File: src/shared/scs_pkg.sv
// smart-card serial channel: shared constants, types, helpers
// assumes a single 40 MHz clock and a classic Wishbone register bus
`default_nettype none
package scs_pkg;
  // register byte offsets
  localparam logic [7:0] ADR_MODE = 8'h00;
  localparam logic [7:0] ADR_CTL0 = 8'h04;
  localparam logic [7:0] ADR_CTL1 = 8'h08;
  localparam logic [7:0] ADR_BRG = 8'h0C;
  localparam logic [7:0] ADR_TXB = 8'h10;
  localparam logic [7:0] ADR_RXB = 8'h14;
  localparam logic [7:0] ADR_STAT = 8'h18;
  localparam logic [7:0] ADR_ROUTE = 8'h1C;
  // mode register fields
  localparam logic [2:0] MODE_8BIT = 3'h5;
  localparam int M_CKSEL = 3;
  localparam int M_STOP2 = 4;
  localparam int M_PEVEN = 5;
  localparam int M_PEN = 6;
  // control 0 fields
  localparam int C0_PRE_LO = 0;
  localparam int C0_OD = 2;
  localparam int C0_MSB = 7;
  // control 1 fields
  localparam int C1_TXEN = 0;
  localparam int C1_TXEMPTY = 1;
  localparam int C1_RXEN = 2;
  localparam int C1_RXFULL = 3;
  localparam int C1_TXCAUSE = 4;
  localparam int C1_INV = 6;
  localparam int C1_ERRSIG = 7;
  localparam logic [7:0] C1_WMASK = 8'hD5;
  // status fields, write one to clear
  localparam int S_TXIRQ = 0;
  localparam int S_RXIRQ = 1;
  localparam int S_CARDERR = 2;
  localparam int S_OVR = 3;
  localparam int S_FER = 4;
  localparam int S_PER = 5;
  localparam int S_ESUM = 6;
  // reset values
  localparam logic [7:0] REG_RST = 8'h00;
  localparam logic [2:0] ROUTE_RST = 3'h0;
  // oversampling: sixteen ticks per bit
  localparam logic [3:0] OS_LAST = 4'hF;
  localparam logic [3:0] OS_MID = 4'h7;
  localparam logic [2:0] BITS_LAST = 3'h7;
  // prescaler terminal counts for f8 and f32, and the f1 and f8 select codes
  localparam logic [4:0] PRE8_END = 5'h07;
  localparam logic [4:0] PRE32_END = 5'h1F;
  localparam logic [1:0] PRE_F1 = 2'h0;
  localparam logic [1:0] PRE_F8 = 2'h1;

  typedef struct packed {
    logic cyc;
    logic stb;
    logic we;
    logic [7:0] adr;
    logic [3:0] sel;
    logic [31:0] dat;
  } scs_wb_req_type;

  typedef enum logic [5:0] {
    TX_IDLE = 6'b000001,
    TX_START = 6'b000010,
    TX_DATA = 6'b000100,
    TX_PAR = 6'b001000,
    TX_STOP = 6'b010000,
    TX_GUARD = 6'b100000
  } scs_tx_state_type;

  typedef enum logic [6:0] {
    RX_IDLE = 7'b0000001,
    RX_START = 7'b0000010,
    RX_DATA = 7'b0000100,
    RX_PAR = 7'b0001000,
    RX_STOP = 7'b0010000,
    RX_GAP = 7'b0100000,
    RX_ERR = 7'b1000000
  } scs_rx_state_type;

  // parity bit that makes data plus parity even or odd
  function automatic logic scs_par(input logic [7:0] d, input logic even);
    return (^d) ^ ~even;
  endfunction

  // optional data inversion at buffer write and read
  function automatic logic [7:0] scs_inv(input logic [7:0] d, input logic inv);
    return inv ? ~d : d;
  endfunction
endpackage
`default_nettype wire

File: src/rtl/scs_baud.sv
// smart-card serial channel: bit rate generator, 16x tick
// assumes the external clock pin is synchronous to clk_i
`timescale 1ns/1ps
`default_nettype none
module scs_baud import scs_pkg::*; (
  input wire logic clk_i,
  input wire logic rst_i,
  input wire logic ext_sel_i,
  input wire logic [1:0] pre_sel_i,
  input wire logic [7:0] div_i,
  input wire logic ext_clk_i,
  output logic tick_o
);
  typedef struct packed {
    logic [4:0] pre;
    logic ext_q;
    logic [7:0] div;
    logic tick;
  } scs_baud_state_type;

  scs_baud_state_type r_reg;
  scs_baud_state_type r_next;
  logic src;

  ////////////////////////////////////////////////////////////////
  // source pick, then divide by divisor plus one
  always_comb begin
    r_next = r_reg;
    r_next.pre = r_reg.pre + 5'h01;
    r_next.ext_q = ext_clk_i;
    r_next.tick = 1'b0;
    if (ext_sel_i) begin
      src = ext_clk_i & ~r_reg.ext_q;
    end else if (pre_sel_i == PRE_F1) begin
      src = 1'b1;
    end else if (pre_sel_i == PRE_F8) begin
      src = (r_reg.pre[2:0] == PRE8_END[2:0]);
    end else begin
      src = (r_reg.pre == PRE32_END);
    end
    if (src) begin
      if (r_reg.div >= div_i) begin
        r_next.div = 8'h00;
        r_next.tick = 1'b1;
      end else begin
        r_next.div = r_reg.div + 8'h01;
      end
    end
  end

  // state register
  always_ff @(posedge clk_i) begin
    if (rst_i) begin
      r_reg <= '0;
    end else begin
      r_reg <= r_next;
    end
  end

  assign tick_o = r_reg.tick;
endmodule
`default_nettype wire

File: src/rtl/scs_channel.sv
// smart-card serial channel: registers, transmitter, receiver
// assumes classic Wishbone master and one shared pulled-up line
`timescale 1ns/1ps
`default_nettype none
// Contract
// - channel runs only with the mode field set to eight data bits.
// - each frame has exactly one stop bit; stop length bit clear.
// - direct convention: even parity, no inversion, LSB first.
// - inverse convention: odd parity, inverted data, MSB first.
// - internal rate is f1, f8 or f32 over 16 times divisor plus one.
// - external clock pin over 16 times divisor plus one when selected.
// - no sleep function gating reception on the received MSB.
// - cause bit selects transmit interrupt on completion, not buffer empty.
// - transmit starts only with enable set and buffer holding data.
// - reception starts only with enable set and a start bit seen.
// - receive request when a character moves into the receive buffer.
// - transmit request when the shift out has fully completed.
// - overrun overwrites the buffer and raises no receive request.
// - parity error with signalling enabled drives the output pin low.
// - signalling enabled delays transmit completion to error detect point.
// - card reports error low; line level sampled at transmit request.
// - direct sends bit 0 first true; inverse bit 7 first inverted.
// - shared pins routed by two select bits and two-wire valid bit.
// - inversion applies at buffer write and read, not framing bits.
// - error sum set on overrun, framing or parity error.
// - framing error when stop bit is not found where expected.
// - output pin idles high, or floats when open drain chosen.
module scs_channel import scs_pkg::*; (
  input wire logic clk_i,
  input wire logic rst_i,
  input wire scs_wb_req_type wb_i,
  output logic [31:0] wb_dat_o,
  output logic wb_ack_o,
  input wire logic serial_in_pin_i,
  output logic serial_out_pin_o,
  output logic serial_out_pin_oe_n_o,
  input wire logic ext_baud_clock_pin_i,
  output logic port_route_sel_lo_o,
  output logic port_route_sel_hi_o,
  output logic two_wire_unit_valid_o,
  output logic two_wire_owns_o,
  output logic tx_int_o,
  output logic rx_int_o
);
  typedef struct packed {
    logic [7:0] mode;
    logic [7:0] ctl0;
    logic [7:0] ctl1;
    logic [7:0] brg;
    logic [7:0] txb;
    logic txb_empty;
    logic [7:0] rxb;
    logic rx_full;
    logic [6:0] stat;
    logic [2:0] route;
    logic ack;
    logic [31:0] dat;
    scs_tx_state_type tx_st;
    logic [3:0] tx_cnt;
    logic [2:0] tx_bits;
    logic [7:0] tx_sr;
    logic tx_par;
    logic tx_line;
    scs_rx_state_type rx_st;
    logic [3:0] rx_cnt;
    logic [2:0] rx_bits;
    logic [7:0] rx_sr;
    logic rx_par;
    logic rx_drv;
    logic tx_int;
    logic rx_int;
  } scs_chan_state_type;

  scs_chan_state_type r_reg;
  scs_chan_state_type r_next;
  logic tick;
  logic rx_lvl;
  logic req;
  logic wr;
  logic active;
  logic msb;
  logic even;
  logic pen;
  logic errsig;
  logic tx_done;
  logic perr;

  ////////////////////////////////////////////////////////////////
  // bit rate generator
  scs_baud u_baud (
    .clk_i(clk_i),
    .rst_i(rst_i),
    .ext_sel_i(r_reg.mode[M_CKSEL]),
    .pre_sel_i(r_reg.ctl0[C0_PRE_LO+1:C0_PRE_LO]),
    .div_i(r_reg.brg),
    .ext_clk_i(ext_baud_clock_pin_i),
    .tick_o(tick)
  );

  // pin routing; the error pulse pulls the output line low
  scs_route u_route (
    .route_i(r_reg.route),
    .od_i(r_reg.ctl0[C0_OD]),
    .line_i(r_reg.tx_line & ~r_reg.rx_drv),
    .pin_i(serial_in_pin_i),
    .pin_o(serial_out_pin_o),
    .pin_oe_n_o(serial_out_pin_oe_n_o),
    .rx_lvl_o(rx_lvl),
    .two_wire_owns_o(two_wire_owns_o)
  );

  ////////////////////////////////////////////////////////////////
  // configuration decode
  assign active = (r_reg.mode[2:0] == MODE_8BIT)
    & ~r_reg.mode[M_STOP2];
  assign msb = r_reg.ctl0[C0_MSB];
  assign even = r_reg.mode[M_PEVEN];
  assign pen = r_reg.mode[M_PEN];
  assign errsig = r_reg.ctl1[C1_ERRSIG];
  assign req = wb_i.cyc & wb_i.stb & ~r_reg.ack;
  assign wr = req & wb_i.we & wb_i.sel[0];

  ////////////////////////////////////////////////////////////////
  // next state: bus first, hardware events after so a set wins
  always_comb begin
    r_next = r_reg;
    r_next.ack = req;
    r_next.tx_int = 1'b0;
    r_next.rx_int = 1'b0;
    tx_done = 1'b0;
    perr = 1'b0;

    // register read, one-cycle answer
    if (req) begin
      r_next.dat = 32'h0000_0000;
      case (wb_i.adr)
        ADR_MODE: r_next.dat[7:0] = r_reg.mode;
        ADR_CTL0: r_next.dat[7:0] = r_reg.ctl0;
        ADR_CTL1: begin
          r_next.dat[7:0] = r_reg.ctl1;
          r_next.dat[C1_TXEMPTY] = r_reg.txb_empty;
          r_next.dat[C1_RXFULL] = r_reg.rx_full;
        end
        ADR_BRG: r_next.dat[7:0] = r_reg.brg;
        ADR_RXB: begin
          r_next.dat[7:0] = scs_inv(r_reg.rxb, r_reg.ctl1[C1_INV]);
          if (!wb_i.we) begin
            r_next.rx_full = 1'b0;
          end
        end
        ADR_STAT: r_next.dat[6:0] = r_reg.stat;
        ADR_ROUTE: r_next.dat[2:0] = r_reg.route;
        default: r_next.dat = 32'h0000_0000;
      endcase
    end

    // register write, low byte lane
    if (wr) begin
      case (wb_i.adr)
        ADR_MODE: r_next.mode = wb_i.dat[7:0];
        ADR_CTL0: r_next.ctl0 = wb_i.dat[7:0];
        ADR_CTL1: r_next.ctl1 = wb_i.dat[7:0] & C1_WMASK;
        ADR_BRG: r_next.brg = wb_i.dat[7:0];
        ADR_TXB: begin
          r_next.txb = scs_inv(wb_i.dat[7:0], r_reg.ctl1[C1_INV]);
          r_next.txb_empty = 1'b0;
        end
        ADR_STAT: r_next.stat = r_reg.stat & ~wb_i.dat[6:0];
        ADR_ROUTE: r_next.route = wb_i.dat[2:0];
        default: r_next.dat = r_next.dat;
      endcase
    end

    //////////////////////////////////////////////////////////////
    // transmitter
    unique case (r_reg.tx_st)
      TX_IDLE: begin
        r_next.tx_line = 1'b1;
        if (active && r_reg.ctl1[C1_TXEN] && !r_reg.txb_empty) begin
          r_next.tx_sr = r_reg.txb;
          r_next.txb_empty = ~(wr && (wb_i.adr == ADR_TXB)); // same-cycle write stays pending
          r_next.tx_par = scs_par(r_reg.txb, even);
          r_next.tx_cnt = 4'h0;
          r_next.tx_line = 1'b0;
          r_next.tx_st = TX_START;
          if (!r_reg.ctl1[C1_TXCAUSE]) begin
            r_next.stat[S_TXIRQ] = 1'b1;
            r_next.tx_int = 1'b1;
          end
        end
      end
      TX_START: begin
        if (tick) begin
          r_next.tx_cnt = r_reg.tx_cnt + 4'h1;
          if (r_reg.tx_cnt == OS_LAST) begin
            r_next.tx_bits = 3'h0;
            r_next.tx_line = msb ? r_reg.tx_sr[7] : r_reg.tx_sr[0];
            r_next.tx_st = TX_DATA;
          end
        end
      end
      TX_DATA: begin
        if (tick) begin
          r_next.tx_cnt = r_reg.tx_cnt + 4'h1;
          if (r_reg.tx_cnt == OS_LAST) begin
            r_next.tx_bits = r_reg.tx_bits + 3'h1;
            if (msb) begin
              r_next.tx_sr = {r_reg.tx_sr[6:0], 1'b0};
              r_next.tx_line = r_reg.tx_sr[6];
            end else begin
              r_next.tx_sr = {1'b0, r_reg.tx_sr[7:1]};
              r_next.tx_line = r_reg.tx_sr[1];
            end
            if (r_reg.tx_bits == BITS_LAST) begin
              r_next.tx_line = pen ? r_reg.tx_par : 1'b1;
              r_next.tx_st = pen ? TX_PAR : TX_STOP;
            end
          end
        end
      end
      TX_PAR: begin
        if (tick) begin
          r_next.tx_cnt = r_reg.tx_cnt + 4'h1;
          if (r_reg.tx_cnt == OS_LAST) begin
            r_next.tx_line = 1'b1;
            r_next.tx_st = TX_STOP;
          end
        end
      end
      TX_STOP: begin
        if (tick) begin
          r_next.tx_cnt = r_reg.tx_cnt + 4'h1;
          if (r_reg.tx_cnt == OS_LAST) begin
            if (errsig) begin
              r_next.tx_st = TX_GUARD;
            end else begin
              tx_done = 1'b1;
              r_next.tx_st = TX_IDLE;
            end
          end
        end
      end
      TX_GUARD: begin
        // wait half a bit into the card's error window
        if (tick) begin
          r_next.tx_cnt = r_reg.tx_cnt + 4'h1;
          if (r_reg.tx_cnt == OS_MID) begin
            tx_done = 1'b1;
            r_next.tx_cnt = 4'h0;
            r_next.tx_st = TX_IDLE;
          end
        end
      end
    endcase

    // completion: request when the cause bit is set, and sample the card's answer
    if (tx_done) begin
      if (r_reg.ctl1[C1_TXCAUSE]) begin
        r_next.stat[S_TXIRQ] = 1'b1;
        r_next.tx_int = 1'b1;
      end
      if (!rx_lvl) begin
        r_next.stat[S_CARDERR] = 1'b1;
      end
    end

    //////////////////////////////////////////////////////////////
    // receiver; no address or sleep filtering on the MSB
    unique case (r_reg.rx_st)
      RX_IDLE: begin
        if (tick && active && r_reg.ctl1[C1_RXEN] && !rx_lvl) begin
          r_next.rx_cnt = 4'h0;
          r_next.rx_st = RX_START;
        end
      end
      RX_START: begin
        if (tick) begin
          r_next.rx_cnt = r_reg.rx_cnt + 4'h1;
          if (r_reg.rx_cnt == OS_MID) begin
            r_next.rx_cnt = 4'h0;
            r_next.rx_bits = 3'h0;
            r_next.rx_st = rx_lvl ? RX_IDLE : RX_DATA;
          end
        end
      end
      RX_DATA: begin
        if (tick) begin
          r_next.rx_cnt = r_reg.rx_cnt + 4'h1;
          if (r_reg.rx_cnt == OS_LAST) begin
            r_next.rx_bits = r_reg.rx_bits + 3'h1;
            if (msb) begin
              r_next.rx_sr = {r_reg.rx_sr[6:0], rx_lvl};
            end else begin
              r_next.rx_sr = {rx_lvl, r_reg.rx_sr[7:1]};
            end
            if (r_reg.rx_bits == BITS_LAST) begin
              r_next.rx_st = pen ? RX_PAR : RX_STOP;
            end
          end
        end
      end
      RX_PAR: begin
        if (tick) begin
          r_next.rx_cnt = r_reg.rx_cnt + 4'h1;
          if (r_reg.rx_cnt == OS_LAST) begin
            r_next.rx_par = rx_lvl;
            r_next.rx_st = RX_STOP;
          end
        end
      end
      RX_STOP: begin
        if (tick) begin
          r_next.rx_cnt = r_reg.rx_cnt + 4'h1;
          if (r_reg.rx_cnt == OS_LAST) begin
            perr = pen && (scs_par(r_reg.rx_sr, even) != r_reg.rx_par);
            r_next.rxb = r_reg.rx_sr;
            if (r_reg.rx_full) begin
              r_next.stat[S_OVR] = 1'b1;
            end else begin
              r_next.stat[S_RXIRQ] = 1'b1;
              r_next.rx_int = 1'b1;
            end
            r_next.rx_full = 1'b1;
            if (!rx_lvl) begin
              r_next.stat[S_FER] = 1'b1;
            end
            if (perr) begin
              r_next.stat[S_PER] = 1'b1;
            end
            r_next.rx_cnt = 4'h0;
            r_next.rx_st = (perr && errsig) ? RX_GAP : RX_IDLE;
          end
        end
      end
      RX_GAP: begin
        // let the rest of the stop bit pass, then signal
        if (tick) begin
          r_next.rx_cnt = r_reg.rx_cnt + 4'h1;
          if (r_reg.rx_cnt == OS_MID) begin
            r_next.rx_cnt = 4'h0;
            r_next.rx_drv = 1'b1;
            r_next.rx_st = RX_ERR;
          end
        end
      end
      RX_ERR: begin
        if (tick) begin
          r_next.rx_cnt = r_reg.rx_cnt + 4'h1;
          if (r_reg.rx_cnt == OS_LAST) begin
            r_next.rx_drv = 1'b0;
            r_next.rx_st = RX_IDLE;
          end
        end
      end
    endcase

    // error sum follows the three error flags
    r_next.stat[S_ESUM] = r_next.stat[S_OVR] | r_next.stat[S_FER]
      | r_next.stat[S_PER];
  end

  ////////////////////////////////////////////////////////////////
  // state register
  always_ff @(posedge clk_i) begin
    if (rst_i) begin
      r_reg <= '0;
      r_reg.mode <= REG_RST;
      r_reg.ctl0 <= REG_RST;
      r_reg.ctl1 <= REG_RST;
      r_reg.brg <= REG_RST;
      r_reg.route <= ROUTE_RST;
      r_reg.txb_empty <= 1'b1;
      r_reg.tx_line <= 1'b1;
      r_reg.tx_st <= TX_IDLE;
      r_reg.rx_st <= RX_IDLE;
    end else begin
      r_reg <= r_next;
    end
  end

  // outputs
  assign wb_dat_o = r_reg.dat;
  assign wb_ack_o = r_reg.ack;
  assign port_route_sel_lo_o = r_reg.route[0];
  assign port_route_sel_hi_o = r_reg.route[1];
  assign two_wire_unit_valid_o = r_reg.route[2];
  assign tx_int_o = r_reg.tx_int;
  assign rx_int_o = r_reg.rx_int;
endmodule
`default_nettype wire

File: src/rtl/scs_route.sv
// smart-card serial channel: shared pin routing
// assumes the two-wire unit drives the pins itself when it owns them
`timescale 1ns/1ps
`default_nettype none
module scs_route import scs_pkg::*; (
  input wire logic [2:0] route_i,
  input wire logic od_i,
  input wire logic line_i,
  input wire logic pin_i,
  output logic pin_o,
  output logic pin_oe_n_o,
  output logic rx_lvl_o,
  output logic two_wire_owns_o
);
  logic owns;

  // pins go to the two-wire unit when it is valid and selected
  assign owns = route_i[2] & (route_i[1] | route_i[0]);
  assign two_wire_owns_o = owns;
  assign pin_o = line_i;
  // push-pull drives unless the two-wire unit owns the pins; open drain also releases a high level
  assign pin_oe_n_o = owns | (od_i & line_i);
  assign rx_lvl_o = owns ? 1'b1 : pin_i;
endmodule
`default_nettype wire

File: config.mk
export PLATFORM = sky130hd
export DESIGN_NAME = scs_channel
export DESIGN_NICKNAME = d
export VERILOG_FILES = /design/src/shared/scs_pkg.sv /design/src/rtl/scs_baud.sv /design/src/rtl/scs_channel.sv /design/src/rtl/scs_route.sv
export SDC_FILE = /design/constraint.sdc
export NUM_CORES = 1
export LEC_CHECK = 0
export ABC_AREA = 1
export CELL_PAD_IN_SITES_DETAIL_PLACEMENT = 0
export CELL_PAD_IN_SITES_GLOBAL_PLACEMENT = 1
export CORE_ASPECT_RATIO = 2
export CORE_UTILIZATION = 42
export CTS_CLUSTER_SIZE = 16
export DETAILED_ROUTE_END_ITERATION = 7
export DONT_BUFFER_PORTS = 1
export GPL_TIMING_DRIVEN = 0
export PLACE_DENSITY_LB_ADDON = 0.1
export SYNTH_ARGS = -nofsm -noshare
export SYNTH_HDL_FRONTEND = slang
export SYNTH_SLANG_ARGS = --single-unit
File: constraint.sdc
create_clock -name clk_i -period 1.61 [get_ports clk_i]
set_input_delay 0.2415 -clock clk_i [delete_from_list [all_inputs] [get_ports clk_i]]
set_output_delay 0.2415 -clock clk_i [all_outputs]
set_load 0.01 [all_outputs]
==> metrics.txt, run 1 <==
P_int=7.93 mW; Yosys top cell area share=36.2%; vias per cell=5.29; Slew @ Worst Pin=796 ps; Mapped Area=7190 um^2; CP max-delay cell=dfxtp_2; max cap viols=0; TritonRoute pass-1 iters=5; RSZ-0062 raised after global routing=true; GRT Overall Usage=28.8%; post-synthesis mux area share=0%; fin util=56.7%; part of the cycle the worst path needs=107%; Worst-path clk slew=60 ps; Die Y=187 um; Residual DRC=0; leakage=4.06 nW; Post-synth EDFFs=0; Die Span X=94.5 um; worst path bufs/invs=0; n_diodes=0; Mapped Avg Cell Area=7.02 um^2; Post-Synth Simple-Gate Area=26.3%; largest family of logic cells by synthesized area=simple AND/OR/NAND/NOR gates; YS warnings=0; switch share=36.4%; Max Root-Sink Buffers=2; share of layout cells above drive strength 1=29.4%; Gate power share=35.7%; Tmin final=1720 ps; commonest non-fill, non-tap cell in the layout=nand2_1; Inserted Clock Buffers=17; worst rel slew slack=47.0%; post-route ant nets=0; Layout area overhead=32.2%; status=complete, but fails checks; starting density of the core=42.9%; Fin Hold WS=9.24 ps; Clock Latency Late Sink=430 ps; core area=16800 um^2; Crit path largest cell delay=330 ps; total global routing overflow=0; most frequent cells in the layout=nand2_1 (147), inv_1 (109), dfxtp_1 (98); final hold violations=0; Pwr per Cell Area=1310 nW/um^2; DP HPWL=17.5 mm; number of global-route vias before repair=6974; pre-CTS setup slack=-446 ps; fin. max-slew vios=0; Root Driver=clkbuf_16; Routability Congestion=0.944; post-synthesis compound-gate area fraction=18.1%; cell mode on critical path=nor2_4; CTS tree=done; Required @ worst endpoint=1990 ps; top cells by area, synth=dfxtp_1 (36%), nand2_1 (9.1%), a21oi_1 (7.2%), o21ai_0 (6.6%), inv_1 (6.4%); Design Power=12.5 mW; wire length per cell=18.3 um; failing checks=negative setup slack; Post-Synth XOR/XNOR Area=3.77%; DRT iter0 DRCs=269; Top delay family on crit path=simple AND/OR/NAND/NOR gates; setup_tns=-1310 ps; CTS sink count=130; Synth Flop Type=dfxtp_1; fmax=582 MHz; CP startpoint kind=flop; DIE AREA=17700 um^2; Final WS setup=-109 ps; CP Capture Type=flop; HP Class=in2reg; Synth area leader=dfxtp_1; Setup Skew=8.66 ps; IO Pins=92; Seq cells post-synth=130; Sw Pwr=4.53 mW; Port Buf Inserts=0; DRT Wirelength=24.7 mm; Setup Viol. Count Final=26; Crit Path Category=reg2reg; Post-Synth Adder-Cell Area=3.13%; Row Count=67; Reg power frac=30.9%; Syn Inst Count=1025; max FFs per register=97; first-pass GRT wire length=37.5 mm; clock power share=33.4%; Critical Path AT=2090 ps; maximum fanout along the worst path=6; H-tree Lvls=4; Yosys cell types=51; CP cell instances=nor2_4, nand4_1, nor2_4, nor2_4, nor2_4, nand2_4, nor2_4, nand4_1, nand3_1; nets=1202; DR vias=7153; antenna violations before repair=0; share of flip-flops with an asynchronous set or reset=0%; sequential cell area fraction in the yosys report=36.2%; largest net degree at the start of global routing=17; Worst VDD drop=0.866 mV
==> worst register-to-register path, stage by stage, from the launching register on <==
cell,delay [ps]
dfxtp_2,330
nor2_4,100
nand4_1,270
nor2_4,220
nor2_4,60
nor2_4,110
nand2_4,120
nor2_4,250
nand4_1,130
nand3_1,80
==> final timing paths <==
check | start | end | slack (ps) | cells after the start
max | r_reg[135]$_SDFFE_PP0P_ | r_reg[19]$_SDFFE_PP1P_ | -110 | 9
min | wb_i[6] | r_reg[116]$_SDFFE_PP0P_ | 9 | 2
max reg2reg | r_reg[135]$_SDFFE_PP0P_ | r_reg[19]$_SDFFE_PP1P_ | -110 | 9
min reg2reg | r_reg[141]$_SDFFE_PP0P_ | r_reg[141]$_SDFFE_PP0P_ | 470 | 2
==> final cells by class <==
type                            instances  area, um^2
Clock buffer                           19         433
Tap cell                              207         259
Multi-Input combinational cell        720        4420
Fill cell                            1656        7250
Clock inverter                         13         184
Inverter                              137         534
Sequential cell                       130        2660
Timing Repair Buffer                   66         591
Buffer                                 61         432
==> synth_stat cells (2+ instances only) <==
cell type	number
inv_2	12
nor3_1	14
nor2_8	3
nor2_4	7
a221oi_1	2
dfxtp_1	130
nor2_2	8
o22ai_1	4
o31ai_1	3
nor2_1	110
nand4_2	2
xor2_1	19
nand2_1	174
nand3_1	43
clkbuf_1	19
nand4_1	15
inv_1	123
nand2_4	4
o21a_1	2
nor3_2	2
o211ai_1	4
nand2_2	9
a31oi_1	11
xnor2_1	12
ha_1	18
o2111ai_1	2
nor3b_2	2
buf_2	9
a21oi_1	103
buf_4	34
or2_2	2
o21ai_0	95
o21ai_1	10
==> kinds of logic (layout without fill, tap and decap cells) <==
group,Yosys count,after routing
compound gates,243,243
fa+ha+maj,18,18
buf+inv,200,296
simple gates,402,404
other cells,1,24
xor+xnor,31,31
flops,130,130
==> metrics by stage <==
stage          cell area, um^2  cells
2_1_floorplan             7310   1048
3_3_place_gp              7570   1255
3_5_place_dp              7570   1255
4_1_cts                   8810   1329
5_1_grt                   9510   1353
6_report                  9510   1353
==> repair_timing <==
action	in CTS	in global routing
hold buffers	9	0
resized for setup	101	151
hold endpoints to repair	13	0
pin swaps	39	45
setup buffers	31	25
endpoints found under the setup margin	111	117
cloned	2	2
==> routing by layer <==
layer | share of wire (%) | track usage (%) | vias to the layer above
met5 | 0 | 0 | -
met4 | 7.6 | 20.5 | 0
met3 | 3.7 | 5.53 | 103
met2 | 53 | 52.1 | 210
met1 | 36 | 28.2 | 3322
li1 | - | - | 3518
==> power groups by stage <==
stage	Sequential [mW]	Clock (mW)	Combinational (mW)
final	3.85	4.16	4.45
after global routing	3.89	4.34	4.84
after CTS	3.79	4.19	3.53
after detailed placement	3.82	0	2.92
after global placement	3.81	0	2.91
after floorplan	3.75	0	2.35
No activity file was read; power rests on OpenSTA's default activity.
==> run 2: changes to the inputs <==
Settings changed: MAX_ROUTING_LAYER set to met4, SLEW_MARGIN set to 30.
==> run 2 against run 1 <==
  * The run still ends with negative setup slack left
  * Combinational power up 14%
  * Setup slack got worse by 3.9 ps
  * Worst hold slack worse by 4.6 ps
  * Critical path type unchanged
  * Largest cell class unchanged
==> metrics.txt, run 2 (synthesis results as in run 1) <==
status=complete, but fails checks; failing checks=negative setup slack; DRT Wirelength=24.8 mm (+0.15%); Worst VDD drop=0.944 mV (+9.0%); fin. max-slew vios=0 (unchanged); starting density of the core=42.9% (unchanged); Root Driver=clkbuf_16; first-pass GRT wire length=37.7 mm (+0.48%); Max Root-Sink Buffers=2 (unchanged); fmax=580 MHz (-0.23%); final hold violations=0 (unchanged); CTS sink count=130 (unchanged); TritonRoute pass-1 iters=7 (+2); Port Buf Inserts=0 (unchanged); n_diodes=0 (unchanged); setup_tns=-1890 ps (-581 ps); GRT Overall Usage=29.7% (+0.91 points); antenna violations before repair=0 (unchanged); min-delay src=wb_i[4]; Critical Path AT=2080 ps (about the same); reg2reg start=port_route_sel_lo_o$_SDFFE_PP0P_; Required @ worst endpoint=1970 ps (-20 ps); most frequent cells in the layout=nand2_1 (138), inv_1 (110), dfxtp_1 (99); HP Class=in2reg; Layout area overhead=33.7%; CTS tree=done; worst r2r dst=r_reg[15]$_SDFFE_PP0P_; Worst-path clk slew=60 ps (about the same); share of layout cells above drive strength 1=31.3% (+1.9 points); DIE AREA=17700 um^2 (unchanged); DP HPWL=17.5 mm (+0.34%); core area=16800 um^2 (unchanged); wire length per cell=18.1 um (-0.80%); fin area=9610 um^2 (+1.1%); Routability Congestion=0.977 (+3.5%); met2 Use GR=52.6% (+0.50 points); placed cell area=7570 um^2 (unchanged); Final WS setup=-113 ps (-3.95 ps); flop2flop setup slack=-110 ps (about the same); max FFs per register=97 (unchanged); Row Count=67 (unchanged); Crit path largest cell delay=370 ps (+40 ps); cell mode on critical path=nor2_4; Die Y=187 um (unchanged); vias per cell=5.23 (-1.1%); busiest layer in global routing=met2; reg2reg path depth=9 (unchanged); CP Capture Type=flop; DR vias=7144 (-0.13%); Inst Count DP=1255 (unchanged); part of the cycle the worst path needs=107% (+0.25 points); Slew @ Worst Pin=852 ps (+56.9 ps); Inserted Clock Buffers=17 (unchanged); GR Util met3=6.10% (+0.57 points); RSZ-0062 raised after global routing=true; worst rel slew slack=43.2% (-3.8 points); DRT iter0 DRCs=269 (unchanged); total global routing overflow=0 (unchanged); commonest non-fill, non-tap cell in the layout=nand2_1; number of global-route vias before repair=7148 (+2.5%); H-tree Lvls=4 (unchanged); CP cell instances=o21ai_2, nand2_2, nor2_2, nor2_4, nor2_4, nand2_4, buf_4, or2_0, a21oi_1; Clock Latency Late Sink=430 ps (about the same); largest net degree at the start of global routing=17 (unchanged); post-route ant nets=0 (unchanged); max cap viols=0 (unchanged); leakage=4.07 nW (+0.42%); Setup Skew=11.0 ps (+2.35 ps); Hold Path End=r_reg[130]$_SDFFE_PP0P_; Tmin final=1720 ps (+3.95 ps); Die Span X=94.5 um (unchanged); grt met1 use=27.3% (-0.88 points); Finished Layout Cells=1366 (+0.96%); CP max-delay cell=dfxtp_2; maximum fanout along the worst path=6 (unchanged); Crit Path Category=reg2reg; Setup Viol. Count Final=33 (+27%); nets=1216 (+1.2%); Residual DRC=0 (unchanged); IO Pins=92 (unchanged); hold depth=2 (unchanged); Layout fillers=1672 (+0.97%); Pwr per Cell Area=1300 nW/um^2 (-0.60%); CP startpoint kind=flop
## run 2: cell types whose count changed in the layout (fill, tap and decap cells not counted), moves of 3 or more
cell        before  now
buf_6           13   20
clkbuf_4         5    2
bufinv_16        4    0
nand2_1        147  138
buf_4           76   83
nand2_2         22   32
clkinvlp_4       3    7
nor2_2          10   14
buf_8            1    4
o21ai_0         75   69
o21ai_1         19   23
## run 2: stage by stage
| stage | util, % | power, mW | hold WS (ps) | setup slack (ps) |
|---|---|---|---|---|
| after floorplan | - | 6.10 | 328 | -20.7 |
| after global placement | 45.2 | 6.74 | 380 | -441 |
| after detailed placement | 45.2 | 6.76 | 381 | -444 |
| after CTS | 52.7 | 11.2 | 1.53 | -136 |
| after global routing | 57.3 | 13.2 | 3.87 | -234 |
| final | 57.3 | 12.5 | 4.69 | -113 |
## run 2: worst max-delay path, delay by kind of cell, from the launching register on
family / cells / cell delay, ps
compound gates: 2 / 290
buf+inv: 1 / 160
flops: 1 / 370
simple gates: 6 / 830
## run 2: worst max path at each step
stage                              endpoint  depth (start not counted)  slack [ps]                             start
6_report             r_reg[15]$_SDFFE_PP0P_                          9        -110  port_route_sel_lo_o$_SDFFE_PP0P_
4_1_cts        u_baud.r_reg[7]$_SDFFE_PP0N_                         12        -140       u_baud.r_reg[11]$_SDFF_PP0_
3_3_place_gp   u_baud.r_reg[4]$_SDFFE_PP0N_                          9        -440           r_reg[117]$_SDFFE_PP0P_
3_5_place_dp   u_baud.r_reg[7]$_SDFFE_PP0N_                          9        -440           r_reg[117]$_SDFFE_PP0P_
2_1_floorplan  u_baud.r_reg[8]$_SDFFE_PP0N_                         13         -20       u_baud.r_reg[11]$_SDFF_PP0_
5_1_grt              r_reg[15]$_SDFFE_PP0P_                          9        -230  port_route_sel_hi_o$_SDFFE_PP0P_
## run 2: power breakdown
part,switching [mW],internal [mW]
clock,1.58,2.04
sequential,0.295,3.55
combinational,2.88,2.18
total,4.75,7.77
## run 2: layout make-up
| type | count | area, um^2 | area share, % |
|---|---|---|---|
| buffer | 62 | 444 | 4.62 |
| clock inverter | 12 | 85.1 | 0.885 |
| multi-input combinational | 720 | 4460 | 46.4 |
| inverter | 137 | 539 | 5.61 |
| tap | 207 | 259 | 2.69 |
| clock buffer | 19 | 453 | 4.71 |
| sequential | 130 | 2650 | 27.6 |
| timing repair buffer | 79 | 718 | 7.47 |
## run 2: per-layer routing
| layer | vias up | wire (um) |
|---|---|---|
| met5 | - | 0 |
| met4 | 0 | 1790 |
| met3 | 99 | 938 |
| met2 | 202 | 13300 |
| met1 | 3303 | 8760 |
| li1 | 3540 | - |
## run 2: what timing repair did
item / in CTS / in global routing
setup buffers: 35 / 33
gates resized for setup: 104 / 171
hold buffers: 9 / 0
gates cloned: 3 / 1
pin swaps: 39 / 78
setup endpoints to repair: 108 / 101
hold endpoints to repair: 13 / 0
==> run 3: changes to the inputs <==
Settings changed: ABC_AREA 1 to unset, CORE_UTILIZATION 42 to 43.
==> run 3 against run 2 <==
  * The run still ends with negative setup slack left
  * Clock skew increased by 4.3 ps
  * Sequential cell count is the same
  * Clock-buffer cell count stayed put
  * Sequential share of layout area is 1.6 points lower
  * Routed wire length grew 1.7%
  * Combinational power fell by 44%
  * Non-clock buffer count increased by 41
  * Critical path depth down 2
  * Clock power grew 11%
==> metrics.txt, run 3 <==
first-pass GRT wire length=37.3 mm (-1.1%); fin. max-slew vios=0 (unchanged); Required @ worst endpoint=1960 ps (about the same); Yosys cell types=64 (+25%); flop2flop setup slack=-470 ps (-350 ps); Slew @ Worst Pin=877 ps (+25.0 ps); Reg power frac=33.5% (+2.8 points); CTS sink count=130 (unchanged); P_int=7.13 mW (-8.2%); max cap viols=0 (unchanged); Pwr per Cell Area=1000 nW/um^2 (-23%); register area=2670 um^2 (+0.52%); vias per cell=5.67 (+8.5%); DRT met1 WL=9.02 mm (+3.0%); Layout area overhead=45.9%; Seq cells post-synth=130 (unchanged); Worst-path clk slew=70 ps (about the same); RSZ-0062 raised after global routing=true; final hold violations=0 (unchanged); Crit Path Category=reg2reg; maximum fanout along the worst path=7 (+1); Row Count=65 (-3.0%); switch share=30.8% (-7.1 points); Worst VDD drop=0.822 mV (-13%); most frequent cells in the layout=buf_4 (98), dfxtp_1 (98), nor2_1 (87); DRT Wirelength=25.2 mm (+1.7%); highest metal used=met4; Layout fillers=1346 (-19%); Yosys top cell area share=37.0% (+0.79 points); Die Span X=92.5 um (-2.2%); max FFs per register=97 (unchanged); worst r2r dst=r_reg[24]$_SDFFE_PP0P_; share of layout cells above drive strength 1=41.3% (+9.9 points); detailed route wirelength on metal2=14.2 mm (+6.8%); Residual DRC=0 (unchanged); clock power share=38.9% (+10 points); reg2reg path depth=7 (-2); share of flip-flops with an asynchronous set or reset=0% (unchanged); worst rel slew slack=41.5% (-1.7 points); Post-synth EDFFs=0 (unchanged); Die Y=183 um (-2.2%); leakage=3.78 nW (-7.1%); reg2reg start=r_reg[15]$_SDFFE_PP0P_; area of the multi-input gates=5070 um^2 (+14%); TritonRoute pass-1 iters=7 (unchanged); cell with the most instances after synthesis=dfxtp_1; DR vias=6752 (-5.5%); fin util=64.8% (+7.4 points); Mapped Avg Cell Area=8.42 um^2 (+20%); DIE AREA=16900 um^2 (-4.3%); Design Power=10.3 mW (-18%); number of global-route vias before repair=6782 (-5.1%); YS warnings=0 (unchanged); Clock Latency Late Sink=430 ps (about the same); CP cell instances=ha_4, nand3b_1, and3_1, o21ai_2, o211ai_1, or4_1, a21oi_1; Synth area leader=dfxtp_1; starting density of the core=44.4% (+1.5 points); sequential cell area fraction in the yosys report=37.0% (+0.79 points); GRT Overall Usage=30.4% (+0.69 points); Syn Inst Count=836 (-18%); n_diodes=0 (unchanged); Synth Flop Type=dfxtp_1; Port Buf Inserts=0 (unchanged); HP Class=in2reg; part of the cycle the worst path needs=129% (+22 points); fmax=482 MHz (-17%); CTS tree=done; wire length per cell=21.2 um (+17%); Mapped Area=7040 um^2 (-2.1%); Inserted Clock Buffers=17 (unchanged); Crit path largest cell delay=560 ps (+190 ps); Tmin final=2080 ps (+352 ps); metal3 WL=772 um (-18%); Routability Congestion=0.970 (-0.68%); top cells by area, synth=dfxtp_1 (37%), mux2i_1 (7.7%), nor2_1 (6.0%), xnor2_1 (4.1%), a21oi_1 (3.8%); status=complete, but fails checks; Max Root-Sink Buffers=2 (unchanged); setup_tns=-19740 ps (-17840 ps); largest net degree at the start of global routing=17 (unchanged); DP HPWL=17.1 mm (-2.2%); Root Driver=clkbuf_16; Setup Viol. Count Final=109 (+230%); Sw Pwr=3.18 mW (-33%); Commonest cells post-synth=dfxtp_1 (130), nor2_1 (113), nand2_1 (63); nets=1045 (-14%); Gate power share=27.6% (-13 points); DRT iter0 DRCs=333 (+24%); Setup Skew=15.3 ps (+4.32 ps); IO Pins=92 (unchanged); CP Capture Type=flop; failing checks=negative setup slack; core area=15900 um^2 (-5.4%); H-tree Lvls=4 (unchanged); Critical Path AT=2430 ps (+350 ps); Final WS setup=-465 ps (-352 ps); total global routing overflow=0 (unchanged); Critical Path Start=r_reg[15]$_SDFFE_PP0P_; antenna violations before repair=0 (unchanged); CP startpoint kind=flop; post-route ant nets=0 (unchanged); Worst Setup EP=r_reg[24]$_SDFFE_PP0P_; CP max-delay cell=or4_1
[run 3: changes by cell type after synthesis, sizes merged, moves of 32 or more]
| cell | before | now |
|---|---|---|
| nand2 | 187 | 63 |
| inv | 135 | 19 |
| o21ai | 106 | 37 |
| mux2i | 0 | 54 |
| a21oi | 104 | 54 |
| nand3 | 45 | 13 |
[run 3: worst min-delay path by stage]
stage | start | endpoint | cells past startpoint
after floorplan | rst_i | wb_ack_o$_SDFF_PP0_ | 1
after global placement | rst_i | wb_ack_o$_SDFF_PP0_ | 1
after detailed placement | rst_i | wb_ack_o$_SDFF_PP0_ | 1
after CTS | wb_i[1] | r_reg[86]$_SDFF_PP0_ | 2
after global routing | wb_i[1] | r_reg[86]$_SDFF_PP0_ | 2
final | wb_i[1] | r_reg[86]$_SDFF_PP0_ | 2
[run 3: logic make-up after synthesis]
family,after synthesis,share of synthesized area (%)
AOI/OAI and AO/OA,179,16.2
other,1,0.0533
xor gates and xnor gates,48,6.17
and+or+nand+nor,300,21.6
muxes,57,8.16
adders and majority gates,18,3.20
DFF,130,37.0
buffers and inverters,103,7.59
[run 3: what timing repair did]
item,CTS,global route
gates cloned,4,3
setup endpoints to repair,126,121
pin swaps,75,76
setup buffers,60,37
hold endpoints to repair,24,0
hold buffers,8,0
resized for setup,144,115
[run 3: layer usage]
layer / GRT usage (%) / vias to the layer above
li1: - / 3194
met1: 28.6 / 3326
met2: 56.9 / 163
met3: 4.60 / 69
met4: 17.5 / 0
met5: - / -
[run 3: per-stage QoR]
stage | setup WS [ps] | hold slack [ps] | area [um^2] | instances
after floorplan | -373 | 322 | 7640 | 859
after global placement | -870 | 359 | 7900 | 1060
after detailed placement | -867 | 359 | 7900 | 1060
after CTS | -491 | 6.63 | 9600 | 1158
after global routing | -537 | 15.3 | 10300 | 1190
final | -465 | 22.2 | 10300 | 1190
[run 3: power groups by stage]
stage / registers [mW] / clock network [mW] / logic (mW)
6_report: 3.45 / 4.01 / 2.84
3_3_place_gp: 3.50 / 0 / 1.89
3_5_place_dp: 3.50 / 0 / 1.92
4_1_cts: 3.42 / 4.04 / 2.51
5_1_grt: 3.46 / 4.18 / 2.98
2_1_floorplan: 3.47 / 0 / 1.49
[run 3: critical path: cells and delay by family (launching register included)]
kind            cells  cell delay, ps
simple gates        3             940
compound gates      3             540
flops               1             370
fa+ha+maj           1             160
[run 3: layout make-up]
cell class | instances | area share [%]
multi-input combinational | 626 | 49.4
clock inverter | 13 | 1.56
timing repair buffer | 109 | 10.2
inverter | 19 | 0.816
sequential | 130 | 26.0
clock buffer | 19 | 4.31
tap | 201 | 2.45
buffer | 73 | 5.32
